<file path="config.mk">
export PLATFORM = sky130hd
export DESIGN_NAME = scac_cmd_handler
export DESIGN_NICKNAME = d
export VERILOG_FILES = /design/src/scac_pkg.sv /design/src/scac_rsp_tx.sv /design/src/scac_cmd_handler.sv
export SDC_FILE = /design/constraint.sdc
export NUM_CORES = 1
export LEC_CHECK = 0
export BUFFER_PORTS_ARGS = -buffer_cell sky130_fd_sc_hd__buf_2
export CORE_ASPECT_RATIO = 0.7
export CORE_MARGIN = 3
export CORE_UTILIZATION = 47
export DETAILED_ROUTE_END_ITERATION = 8
export PLACE_DENSITY = 0.8
export SYNTH_ARGS = -nofsm -noshare
export SYNTH_HDL_FRONTEND = slang
export SYNTH_SLANG_ARGS = --single-unit
</file>
<file path="constraint.sdc">
create_clock -name clock_in -period 1.9 [get_ports clock_in]
set_input_delay 0.095 -clock clock_in [delete_from_list [all_inputs] [get_ports clock_in]]
set_output_delay 0.095 -clock clock_in [all_outputs]
set_load 0.1 [all_outputs]
</file>
<file path="src/scac_pkg.sv">
// Shared constants and carriers for the secure card command handler.
// Assumes the frame layer strips header and checksum on input and appends one on output.
package scac_pkg;

  // ----------------------------------------------------------------
  // Command codes, failure codes and the more-frames status code
  // ----------------------------------------------------------------
  localparam logic [7:0] OPC_AUTH_FULL = 8'h90;
  localparam logic [7:0] OPC_AUTH_STEP1 = 8'h8E;
  localparam logic [7:0] OPC_AUTH_STEP2 = 8'h8F;
  localparam logic [7:0] OPC_FORMAT = 8'h99;
  localparam logic [7:0] OPC_CREATE_APP = 8'h95;
  localparam logic [7:0] OPC_CHANGE_POLICY = 8'h91;
  localparam logic [7:0] FAIL_AUTH_FULL = 8'h6F;
  localparam logic [7:0] FAIL_AUTH_STEP1 = 8'h71;
  localparam logic [7:0] FAIL_AUTH_STEP2 = 8'h70;
  localparam logic [7:0] FAIL_FORMAT = 8'h67;
  localparam logic [7:0] FAIL_CREATE_APP = 8'h6A;
  localparam logic [7:0] FAIL_CHANGE_POLICY = 8'h6E;
  localparam logic [7:0] STATUS_MORE_FRAMES = 8'hAF;

  // ----------------------------------------------------------------
  // Argument and response sizes in bytes
  // ----------------------------------------------------------------
  localparam int ARG_MAX = 17;
  localparam int RSP_MAX = 18;
  localparam int KEY_BYTES = 16;
  localparam int NONCE_BYTES = 8;
  localparam int HALF_NONCE = 4;
  localparam logic [4:0] LEN_AUTH_FULL = 5'd17;
  localparam logic [4:0] LEN_AUTH_STEP1 = 5'd1;
  localparam logic [4:0] LEN_AUTH_STEP2 = 5'd16;
  localparam logic [4:0] LEN_FORMAT = 5'd0;
  localparam logic [4:0] LEN_CREATE_APP = 5'd5;
  localparam logic [4:0] LEN_CHANGE_POLICY = 5'd8;
  localparam logic [4:0] RSP_LEN_FAIL = 5'd1;
  localparam logic [4:0] RSP_LEN_STATUS = 5'd2;
  localparam logic [4:0] RSP_LEN_CHALLENGE = 5'd10;
  localparam logic [4:0] RSP_LEN_KEY = 5'd18;

  // ----------------------------------------------------------------
  // Carriers
  // ----------------------------------------------------------------
  typedef struct packed {
    logic [7:0] opcode;
    logic [4:0] nargs;
    logic [8*ARG_MAX-1:0] args;
  } scac_card_req_s;

  typedef struct packed {
    logic ok;
    logic [7:0] status;
    logic [8*KEY_BYTES-1:0] data;
  } scac_card_ans_s;

endpackage

</file>
<file path="src/scac_rsp_tx.sv">
// Response byte streamer: shifts out a loaded response, low byte first.
// Assumes the frame layer appends the checksum after the byte marked last.
`timescale 1ns/1ps
module scac_rsp_tx (
  // Clock and reset
  input wire logic clock_in,
  input wire logic resetn_in,
  // Load side
  input wire logic start_in,
  input wire logic [8*scac_pkg::RSP_MAX-1:0] buf_in,
  input wire logic [4:0] len_in,
  output logic done_out,
  // Byte stream side
  output logic rsp_valid_out,
  output logic [7:0] rsp_byte_out,
  output logic rsp_last_out,
  input wire logic rsp_ready_in
);

  logic [8*scac_pkg::RSP_MAX-1:0] shift_q;
  logic [4:0] left_q;
  logic take;

  assign take = rsp_valid_out && rsp_ready_in;
  assign rsp_valid_out = (left_q != 5'd0);
  assign rsp_last_out = (left_q == 5'd1);
  assign rsp_byte_out = shift_q[7:0];
  assign done_out = take && rsp_last_out;

  // ----------------------------------------------------------------
  // Shift register and byte count
  // ----------------------------------------------------------------
  always_ff @(posedge clock_in or negedge resetn_in) begin
    if (!resetn_in) begin
      shift_q <= '0;
      left_q <= 5'd0;
    end else if (start_in) begin
      shift_q <= buf_in;
      left_q <= len_in;
    end else if (take) begin
      shift_q <= {8'h00, shift_q[8*scac_pkg::RSP_MAX-1:8]};
      left_q <= left_q - 5'd1;
    end
  end

endmodule // scac_rsp_tx

</file>
<file path="src/scac_cmd_handler.sv">
// Command handler for card authentication and initialisation commands.
// Assumes a frame layer delivers command bytes (opcode first) with a last flag,
// a card engine performs the radio exchange and cryptography, and the frame
// layer appends the checksum after the last response byte.
// Operation
// RULE1: Authenticate takes key slot and 16-byte key.
// RULE2: Success sends session key; failure sends 0x6F.
// RULE3: Status only means card exchange succeeded.
// RULE4: Step one returns status and 8-byte challenge.
// RULE5: Host must follow step one with step two.
// RULE6: Step two returns status and encrypted nonce.
// RULE7: Host verifies decrypted rotated nonce itself.
// RULE8: Session key interleaves host and card nonces.
// RULE9: Format deletes applications; failure sends 0x67.
// RULE10: Create application takes identifier, policy, count.
// RULE11: Change key policy takes 8 encrypted bytes.
// RULE12: Success echoes code; failure only failure code.
`timescale 1ns/1ps
module scac_cmd_handler (
  // Clock and reset
  input wire logic clock_in,
  input wire logic resetn_in,
  // Command bytes from the frame layer
  input wire logic cmd_valid_in,
  input wire logic [7:0] cmd_byte_in,
  input wire logic cmd_last_in,
  output logic cmd_ready_out,
  // Card engine request
  output logic card_req_valid_out,
  output scac_pkg::scac_card_req_s card_req_out,
  input wire logic card_req_ready_in,
  // Card engine answer
  input wire logic card_done_in,
  input wire scac_pkg::scac_card_ans_s card_ans_in,
  // Response bytes to the frame layer
  output logic rsp_valid_out,
  output logic [7:0] rsp_byte_out,
  output logic rsp_last_out,
  input wire logic rsp_ready_in,
  // Session state
  output logic [8*scac_pkg::KEY_BYTES-1:0] derived_link_key_out,
  output logic link_key_valid_out,
  output logic step2_pending_out
);

  typedef enum logic [2:0] {
    ST_OPCODE,
    ST_ARGS,
    ST_CHECK,
    ST_CARD_REQ,
    ST_CARD_WAIT,
    ST_RESP
  } scac_state_e;

  scac_state_e state_q;
  logic [7:0] opcode_q;
  logic [7:0] args_q [scac_pkg::ARG_MAX];
  logic [4:0] nargs_q;
  logic overflow_q;
  logic pending_q;
  logic [8*scac_pkg::RSP_MAX-1:0] rsp_buf_q;
  logic [4:0] rsp_len_q;
  logic tx_start_q;
  logic tx_done;
  logic [8*scac_pkg::KEY_BYTES-1:0] key_q;
  logic key_valid_q;
  logic [8*scac_pkg::KEY_BYTES-1:0] key_d;
  logic known;
  logic [4:0] want_len;
  logic [7:0] fail_code;
  logic [8*scac_pkg::RSP_MAX-1:0] rsp_d;
  logic [4:0] rsp_len_d;
  logic cmd_take;

  assign cmd_take = cmd_valid_in && cmd_ready_out;
  assign cmd_ready_out = (state_q == ST_OPCODE) || (state_q == ST_ARGS);
  assign card_req_valid_out = (state_q == ST_CARD_REQ);
  assign derived_link_key_out = key_q;
  assign link_key_valid_out = key_valid_q;
  assign step2_pending_out = pending_q;

  // ----------------------------------------------------------------
  // Per-command argument length and failure code
  // ----------------------------------------------------------------
  always_comb begin
    known = 1'b1;
    want_len = scac_pkg::LEN_FORMAT;
    fail_code = scac_pkg::FAIL_FORMAT;
    case (opcode_q)
      scac_pkg::OPC_AUTH_FULL: begin
        want_len = scac_pkg::LEN_AUTH_FULL; // RULE1
        fail_code = scac_pkg::FAIL_AUTH_FULL; // RULE2
      end
      scac_pkg::OPC_AUTH_STEP1: begin
        want_len = scac_pkg::LEN_AUTH_STEP1; // RULE4
        fail_code = scac_pkg::FAIL_AUTH_STEP1; // RULE4
      end
      scac_pkg::OPC_AUTH_STEP2: begin
        want_len = scac_pkg::LEN_AUTH_STEP2; // RULE6
        fail_code = scac_pkg::FAIL_AUTH_STEP2; // RULE6
      end
      scac_pkg::OPC_FORMAT: begin
        want_len = scac_pkg::LEN_FORMAT; // RULE9
        fail_code = scac_pkg::FAIL_FORMAT; // RULE9
      end
      scac_pkg::OPC_CREATE_APP: begin
        want_len = scac_pkg::LEN_CREATE_APP; // RULE10
        fail_code = scac_pkg::FAIL_CREATE_APP; // RULE10
      end
      scac_pkg::OPC_CHANGE_POLICY: begin
        want_len = scac_pkg::LEN_CHANGE_POLICY; // RULE11
        fail_code = scac_pkg::FAIL_CHANGE_POLICY; // RULE11
      end
      default: begin
        known = 1'b0;
      end
    endcase
  end

  // ----------------------------------------------------------------
  // Session key from host nonce (bytes 0..7) and card nonce (8..15)
  // ----------------------------------------------------------------
  for (genvar g = 0; g < scac_pkg::HALF_NONCE; g++) begin : g_key
    assign key_d[8*g +: 8] = card_ans_in.data[8*g +: 8]; // RULE8
    assign key_d[8*(g+scac_pkg::HALF_NONCE) +: 8] =
      card_ans_in.data[8*(g+scac_pkg::NONCE_BYTES) +: 8]; // RULE8
    assign key_d[8*(g+2*scac_pkg::HALF_NONCE) +: 8] =
      card_ans_in.data[8*(g+scac_pkg::HALF_NONCE) +: 8]; // RULE8
    assign key_d[8*(g+3*scac_pkg::HALF_NONCE) +: 8] =
      card_ans_in.data[8*(g+scac_pkg::NONCE_BYTES+scac_pkg::HALF_NONCE) +: 8]; // RULE8
  end

  // ----------------------------------------------------------------
  // Response built from the card answer
  // ----------------------------------------------------------------
  always_comb begin
    rsp_d = '0;
    rsp_len_d = scac_pkg::RSP_LEN_FAIL;
    if (!card_ans_in.ok) begin
      rsp_d[7:0] = fail_code; // RULE12
    end else begin
      rsp_d[7:0] = opcode_q; // RULE12
      rsp_d[15:8] = card_ans_in.status; // RULE3
      rsp_len_d = scac_pkg::RSP_LEN_STATUS;
      case (opcode_q)
        scac_pkg::OPC_AUTH_FULL: begin
          rsp_d[8*scac_pkg::RSP_MAX-1:16] = key_d; // RULE2
          rsp_len_d = scac_pkg::RSP_LEN_KEY;
        end
        scac_pkg::OPC_AUTH_STEP1: begin
          rsp_d[16 +: 8*scac_pkg::NONCE_BYTES] =
            card_ans_in.data[8*scac_pkg::NONCE_BYTES-1:0]; // RULE4
          rsp_len_d = scac_pkg::RSP_LEN_CHALLENGE;
        end
        scac_pkg::OPC_AUTH_STEP2: begin
          rsp_d[8*scac_pkg::RSP_MAX-1:16] = card_ans_in.data; // RULE6
          rsp_len_d = scac_pkg::RSP_LEN_KEY;
        end
        default: begin
          rsp_len_d = scac_pkg::RSP_LEN_STATUS;
        end
      endcase
    end
  end

  // ----------------------------------------------------------------
  // Command sequencing
  // ----------------------------------------------------------------
  always_ff @(posedge clock_in or negedge resetn_in) begin
    if (!resetn_in) begin
      state_q <= ST_OPCODE;
      opcode_q <= 8'h00;
      nargs_q <= 5'd0;
      overflow_q <= 1'b0;
      tx_start_q <= 1'b0;
    end else begin
      tx_start_q <= 1'b0;
      case (state_q)
        ST_OPCODE: begin
          if (cmd_take) begin
            opcode_q <= cmd_byte_in;
            nargs_q <= 5'd0;
            overflow_q <= 1'b0;
            state_q <= cmd_last_in ? ST_CHECK : ST_ARGS;
          end
        end
        ST_ARGS: begin
          if (cmd_take) begin
            if (nargs_q == 5'(scac_pkg::ARG_MAX)) begin
              overflow_q <= 1'b1;
            end else begin
              nargs_q <= nargs_q + 5'd1;
            end
            if (cmd_last_in) begin
              state_q <= ST_CHECK;
            end
          end
        end
        ST_CHECK: begin
          if (!known) begin
            state_q <= ST_OPCODE;
          end else if (overflow_q || nargs_q != want_len ||
                       (opcode_q == scac_pkg::OPC_AUTH_STEP2 && !pending_q)) begin
            state_q <= ST_RESP; // RULE5
            tx_start_q <= 1'b1;
          end else begin
            state_q <= ST_CARD_REQ; // RULE9
          end
        end
        ST_CARD_REQ: begin
          if (card_req_ready_in) begin
            state_q <= ST_CARD_WAIT;
          end
        end
        ST_CARD_WAIT: begin
          if (card_done_in) begin
            state_q <= ST_RESP;
            tx_start_q <= 1'b1;
          end
        end
        ST_RESP: begin
          if (tx_done) begin
            state_q <= ST_OPCODE;
          end
        end
        default: begin
          state_q <= ST_OPCODE;
        end
      endcase
    end
  end

  // ----------------------------------------------------------------
  // Argument storage
  // ----------------------------------------------------------------
  always_ff @(posedge clock_in or negedge resetn_in) begin
    if (!resetn_in) begin
      for (int i = 0; i < scac_pkg::ARG_MAX; i++) begin
        args_q[i] <= 8'h00;
      end
    end else if (state_q == ST_ARGS && cmd_take && nargs_q != 5'(scac_pkg::ARG_MAX)) begin
      args_q[nargs_q] <= cmd_byte_in;
    end
  end

  for (genvar a = 0; a < scac_pkg::ARG_MAX; a++) begin : g_req
    assign card_req_out.args[8*a +: 8] = args_q[a]; // RULE10
  end
  assign card_req_out.opcode = opcode_q;
  assign card_req_out.nargs = nargs_q;

  // ----------------------------------------------------------------
  // Response buffer, local failures carry only the failure code
  // ----------------------------------------------------------------
  always_ff @(posedge clock_in or negedge resetn_in) begin
    if (!resetn_in) begin
      rsp_buf_q <= '0;
      rsp_len_q <= 5'd0;
    end else if (state_q == ST_CHECK) begin
      rsp_buf_q <= {{(8*scac_pkg::RSP_MAX-8){1'b0}}, fail_code}; // RULE12
      rsp_len_q <= scac_pkg::RSP_LEN_FAIL;
    end else if (state_q == ST_CARD_WAIT && card_done_in) begin
      rsp_buf_q <= rsp_d;
      rsp_len_q <= rsp_len_d;
    end
  end

  // ----------------------------------------------------------------
  // Two-step authentication and session key state
  // ----------------------------------------------------------------
  always_ff @(posedge clock_in or negedge resetn_in) begin
    if (!resetn_in) begin
      pending_q <= 1'b0;
      key_q <= '0;
      key_valid_q <= 1'b0;
    end else begin
      if (state_q == ST_CHECK && known) begin
        pending_q <= 1'b0; // RULE5
      end
      if (state_q == ST_CARD_WAIT && card_done_in && card_ans_in.ok) begin
        if (opcode_q == scac_pkg::OPC_AUTH_STEP1 &&
            card_ans_in.status == scac_pkg::STATUS_MORE_FRAMES) begin
          pending_q <= 1'b1; // RULE5
        end
        if (opcode_q == scac_pkg::OPC_AUTH_FULL) begin
          key_q <= key_d; // RULE8
          key_valid_q <= 1'b1;
        end
      end
    end
  end

  scac_rsp_tx u_tx (
    .clock_in(clock_in),
    .resetn_in(resetn_in),
    .start_in(tx_start_q),
    .buf_in(rsp_buf_q),
    .len_in(rsp_len_q),
    .done_out(tx_done),
    .rsp_valid_out(rsp_valid_out),
    .rsp_byte_out(rsp_byte_out),
    .rsp_last_out(rsp_last_out),
    .rsp_ready_in(rsp_ready_in)
  );

endmodule // scac_cmd_handler

</file>
### After elaboration in Yosys (flattened, before gate mapping)

Cells that the tools add are included.

* flip-flop bits (word level): 582
* input port bits: 152
* output and inout bits: 291

* add/sub/neg operators: 2
* order comparisons: 2
* equality and inequality tests: 24
* multiplexer cells: 45
* bitwise operators: 1
* reduce and logical (&&, ||, !) cells: 28

Operators with widths (count)
* 2-to-1 mux 144 bit: 4
* case mux 64 bit (2 select lines): 2
* bitwise mux 136 bit: 1
* 2-to-1 mux 136 bit: 1
* equality test 8 bit (second input constant): 7
* case mux 5 bit (5 select lines): 2
* demux 8 bit (select 5 bit): 1
* 2-to-1 mux 5 bit: 8
* 2-to-1 mux 3 bit: 8
* case mux 5 bit (2 select lines): 2
* case mux 3 bit (6 select lines): 1
* 2-to-1 mux 8 bit: 2
* != test 2 bit (second input constant): 6
* logical AND 1 bit: 11
* 2-to-1 mux 1 bit: 10
* AND reduction 4 bit: 2
* equality test 3 x 2 -> 1 bit (second input constant): 2
* equality test 3 bit (second input constant): 2
* >= comparator 6 bit (second input constant): 1
* < comparator 6 x 1 -> 1 bit (second input constant): 1
* inverter 5 -> 6 bit: 1
* AND reduction 6 bit: 1
* nonzero test 2 bit: 3
* OR reduction 6 bit: 1
* other kinds (16): 22

### Logic depth before layout (Yosys ltp)

* word-level depth: 8
* mapped depth: 9

### Modules after synthesis

A second synthesis with hierarchy kept.

* cells, all modules: 2077
* area, all modules: 24622.4 µm²

By module, submodules not included
* scac_cmd_handler: instances 1, cells each 1226, area each 17056.4 µm²
* scac_rsp_tx: instances 1, cells each 851, area each 7566.0 µm²

### Worst setup path before layout

Ideal clock, no wire load.

* path type: reg-to-reg
* start: reg u_tx.left_q[1]
* end: reg state_q[2]
* arrival time: 4.491 ns
* data required time: 1.762 ns
* slack: -2.729 ns
* cell stages (with the launch flop): 8
* path buffers: 0
* period minus slack after synthesis: 4.629 ns
* cells stage by stage: dfrtp_1 > inv_1 > ha_1 > nor4b_1 > nand4b_1 > a32o_1 > nor2_1 > a31oi_1

* elaborated cells on any way between the ends: 6
* those cells by class: eq/ne: 2; reduce/logical: 4

RTL lines
* from (decl): RTL line scac_rsp_tx.sv:21 `logic [4:0] left_q;`
* from (signal assigned): RTL line scac_rsp_tx.sv:39 `left_q <= len_in;`
* from (signal assigned): RTL line scac_rsp_tx.sv:42 `left_q <= left_q - 5'd1;`
* equality test 5 x 1 -> 1 bit: RTL line scac_rsp_tx.sv:26 `assign rsp_last_out = (left_q == 5'd1);`
* via rsp_last_out: RTL line scac_cmd_handler.sv:38 `output logic rsp_last_out,`
* logical AND 1 bit: RTL line scac_rsp_tx.sv:28 `assign done_out = take && rsp_last_out;`
* != test 2 bit (no line)
* AND reduction 6 bit (no line)
* to (signal assigned): RTL line scac_cmd_handler.sv:184 `state_q <= cmd_last_in ? ST_CHECK : ST_ARGS;`
* to (decl): RTL line scac_cmd_handler.sv:55 `scac_state_e state_q;`

The timed path passes the listed nets, and every way through them passes these cells.
A chain may end at the register's enable or synchronous reset.

### Worst setup path after layout

* start: reg u_tx.left_q[1]
* end: reg u_tx.shift_q[19] in the netlist's numbering

* longest elaborated chain between the ends: 3

Ends and longest elaborated chain
* nonzero test 5 bit: RTL line scac_rsp_tx.sv:25 `assign rsp_valid_out = (left_q != 5'd0);`
* logical AND 1 bit: RTL line scac_rsp_tx.sv:24 `assign take = rsp_valid_out && rsp_ready_in;`
* nonzero test 2 bit (no line)
* to (signal assigned): RTL line scac_rsp_tx.sv:38 `shift_q <= buf_in;`
* to (signal assigned): RTL line scac_rsp_tx.sv:41 `shift_q <= {8'h00, shift_q[8*scac_pkg::RSP_MAX-1:8]};`
* to (decl): RTL line scac_rsp_tx.sv:20 `logic [8*scac_pkg::RSP_MAX-1:0] shift_q;`

No other way between the ends.

==> reports/results.ini <==
[timing]
finalHoldViolCount=0
min_period_ps=2230
max-slew-margin-rel=0.616
fmax_mhz=448
clock_skew_ps=24.8
fin_crit_sh=1.17
setup_viol=367
drv_slew=0
worst_pin_slew_ps=580
setup_slack_ps=-332
rsz0062_at_grt=true

[placement]
gp_congestion=0.896
dp_hpwl_mm=47.6
dp.cells=3001
port_buffers=442

[power]
fin_total_pwr_w=0.0364
powerDensity_nw_per_um2=1060
peakVddDrop_mv=1.93
p_leak_nw=17.4

[worst_setup_path]
critPathCaptureType=flip-flop
crit_type=reg2reg
ff2ff_path_depth=9
slowest_delay_ps=490
cp_max_fo=8
critPathTopFamily=buffers and inverters
crit_buf_inv=4
cp-start-kind=flip-flop
cp.arrival_ps=2680
reg2reg_slack_ps=-330
worstPathRequired_ps=2350
worstPathCellList=inv_2, ha_4, or4b_4, buf_12, nand2_8, buf_12, clkbuf_16, mux2i_1, o21ai_1
worst_r2r_endpoint=u_tx.shift_q[19]
path_depth=9
slowest_stage=or4b_4
r2r-start=u_tx.left_q[1]
cpMostUsedCell=buf_12

[global_route]
grt_pass1_wl_mm=120
grt_max_degree=78
overflow=0
grt_pass1_vias=20200
grt_usage=0.278
grt_antenna_before_repair=2

[floorplanning]
die_w_um=279
die_area_um2=55200
num_io_pins=443
core_um2=51200
die_h_um=197
start_util=0.481
rows=69

[yosys]
synth.ff_latch_count=581
synthCells=1894
synth_area_leaders=dfrtp_1, mux2_2, mux2_4
netlist.area_leader.share=0.591
synthesis.area_um2=24600
synth-seq-area-share=0.591
ys_warn_count=0
async_flop_share=1.00
synth-edff-count=0
synthesis.nets=2053
synthFlopType=dfrtp_1
synth_area_per_cell_um2=13.0
synth_cell_types=66
synth_top_cell_by_area=dfrtp_1

[clock_network]
htreeDepth=2
clk_root_buffer_cell=clkbuf_16
cts_buffers=54
clkSinkCount=581
cts.clk_slew.worst_paths_ps=70
tritoncts=done
cts.path.max_buffers=3
clock_latency_ps=610

[final_layout]
layout_commonest_cell=dfrtp_1
nets=2772
area_growth_pct=39.5
drive_gt1_frac=0.453
num-fill-cells=3386
layout_common_cells=dfrtp_1, buf_2, nand2_1, o21ai_1, mux2_2
final_cells=3333

[run_status]
violations=negative setup slack
status=finished with violations

[route]
wl_per_cell_um=24.2
ant_nets=0
post_drt_via_cell_ratio=5.78
dr.first_iter.drc_count=1936
drc=0
dr.pass1.iters=8
wl_mm=80.5
vias=19300

[job]
maxCapViolCount=0

[min_path]
hold_class=in2async

metal layers:
metal / vias to the layer above / GRT usage / wire [µm]
met4: 0 / 0.0901 / 2900
met5: - / 0 / 0
met2: 1032 / 0.465 / 39100
met3: 222 / 0.0717 / 6940
met1: 9811 / 0.358 / 31600
li1: 8192 / - / -
synthesized netlist by cell type, types with 2 or more instances:
library cell  instances
dfrtp_1             581
nand2_1             239
o21ai_0             164
mux2_2              161
mux2i_1             139
mux2_4              109
a22o_1               74
a22oi_1              65
clkbuf_1             61
o21ai_1              60
buf_2                36
buf_6                29
nor2_1               29
inv_1                13
a21oi_1              12
buf_4                11
nand3_4              10
ha_1                  7
a31oi_1               6
nand3_1               6
nand4_1               5
xor2_1                5
nand2b_1              4
nand4_2               4
nor2b_1               4
nor3_1                4
and2_1                3
and3_1                3
nand4b_1              3
nor3b_2               3
o22a_1                3
a21o_1                2
a221o_1               2
and3b_1               2
buf_1                 2
nand2_2               2
nor2_2                2
state kept, by name, indices dropped and copies added, names as in the netlist:
name	cells
derived_link_key_out	128
overflow_q	1
card_req_out	136
link_key_valid_out	1
u_tx.left_q	5
rsp_buf_q	144
rsp_len_q	4
state_q	3
step2_pending_out	1
opcode_q	8
u_tx.shift_q	144
nargs_q	5
tx_start_q	1
area by class of cell:
cell class,instances,area (µm²),share of cell area
flip-flops and latches,581,14600,0.425
repair buffers,801,6780,0.197
clock buffers,80,1650,0.0481
well taps,674,843,0.0246
inverters,13,48.8,0.00142
multi-input cells,1162,10100,0.293
clock inverters,20,335,0.00977
diodes,2,5.00,0.000146
cell families after synthesis:
family / share of synthesized area
xor gates and xnor gates: 0.00214
DFF: 0.591
adders and majority gates: 0.00356
buffers and inverters: 0.0356
muxes: 0.197
AOI/OAI and AO/OA: 0.104
and+or+nand+nor: 0.0674
worst register-to-register path, stage by stage (launching register included):
cell       delay [ps]
dfrtp_1           400
inv_2              90
ha_4              130
or4b_4            490
buf_12            150
nand2_8            80
buf_12            180
clkbuf_16         210
mux2i_1           220
o21ai_1           120
how the worst max path moves through the flow:
stage	end	from
2_1_floorplan	state_q[2]	u_tx.left_q[1]
3_3_place_gp	u_tx.shift_q[5]	u_tx.left_q[0]
3_5_place_dp	u_tx.shift_q[84]	u_tx.left_q[0]
4_1_cts	u_tx.shift_q[53]	u_tx.left_q[1]
5_1_grt	u_tx.shift_q[19]	u_tx.left_q[1]
6_report	u_tx.shift_q[19]	u_tx.left_q[1]
metrics by stage:
stage	util	hold WS (ps)	setup WS (ps)	instance area [µm²]	setup TNS, ps
after floorplan	-	-201	-419	24900	-68300
after global placement	0.556	49.4	-110	28500	-8970
after detailed placement	0.556	57.6	-181	28500	-15410
after CTS	0.654	21.5	-255	33500	-44620
after global routing	0.670	34.6	-375	34300	-69650
final	0.670	31.1	-332	34300	-45540
power breakdown:
group          leakage (nW)  internal (W)  switching, W
clock                 0.975       0.00713       0.00501
combinational          8.41       0.00328       0.00732
sequential             8.01        0.0131      0.000518
total                  17.4        0.0235        0.0128
repair_timing:
item | 4_1_cts | 5_1_grt
buffers inserted | 45 | 24
cloned | 27 | 11
gates resized for setup | 200 | 207
pin swaps | 20 | 93
endpoints found under the setup margin | 324 | 507
hold buffers | 144 | 0
hold endpoints to repair | 587 | 0
No activity file was read; power rests on OpenSTA's default activity.
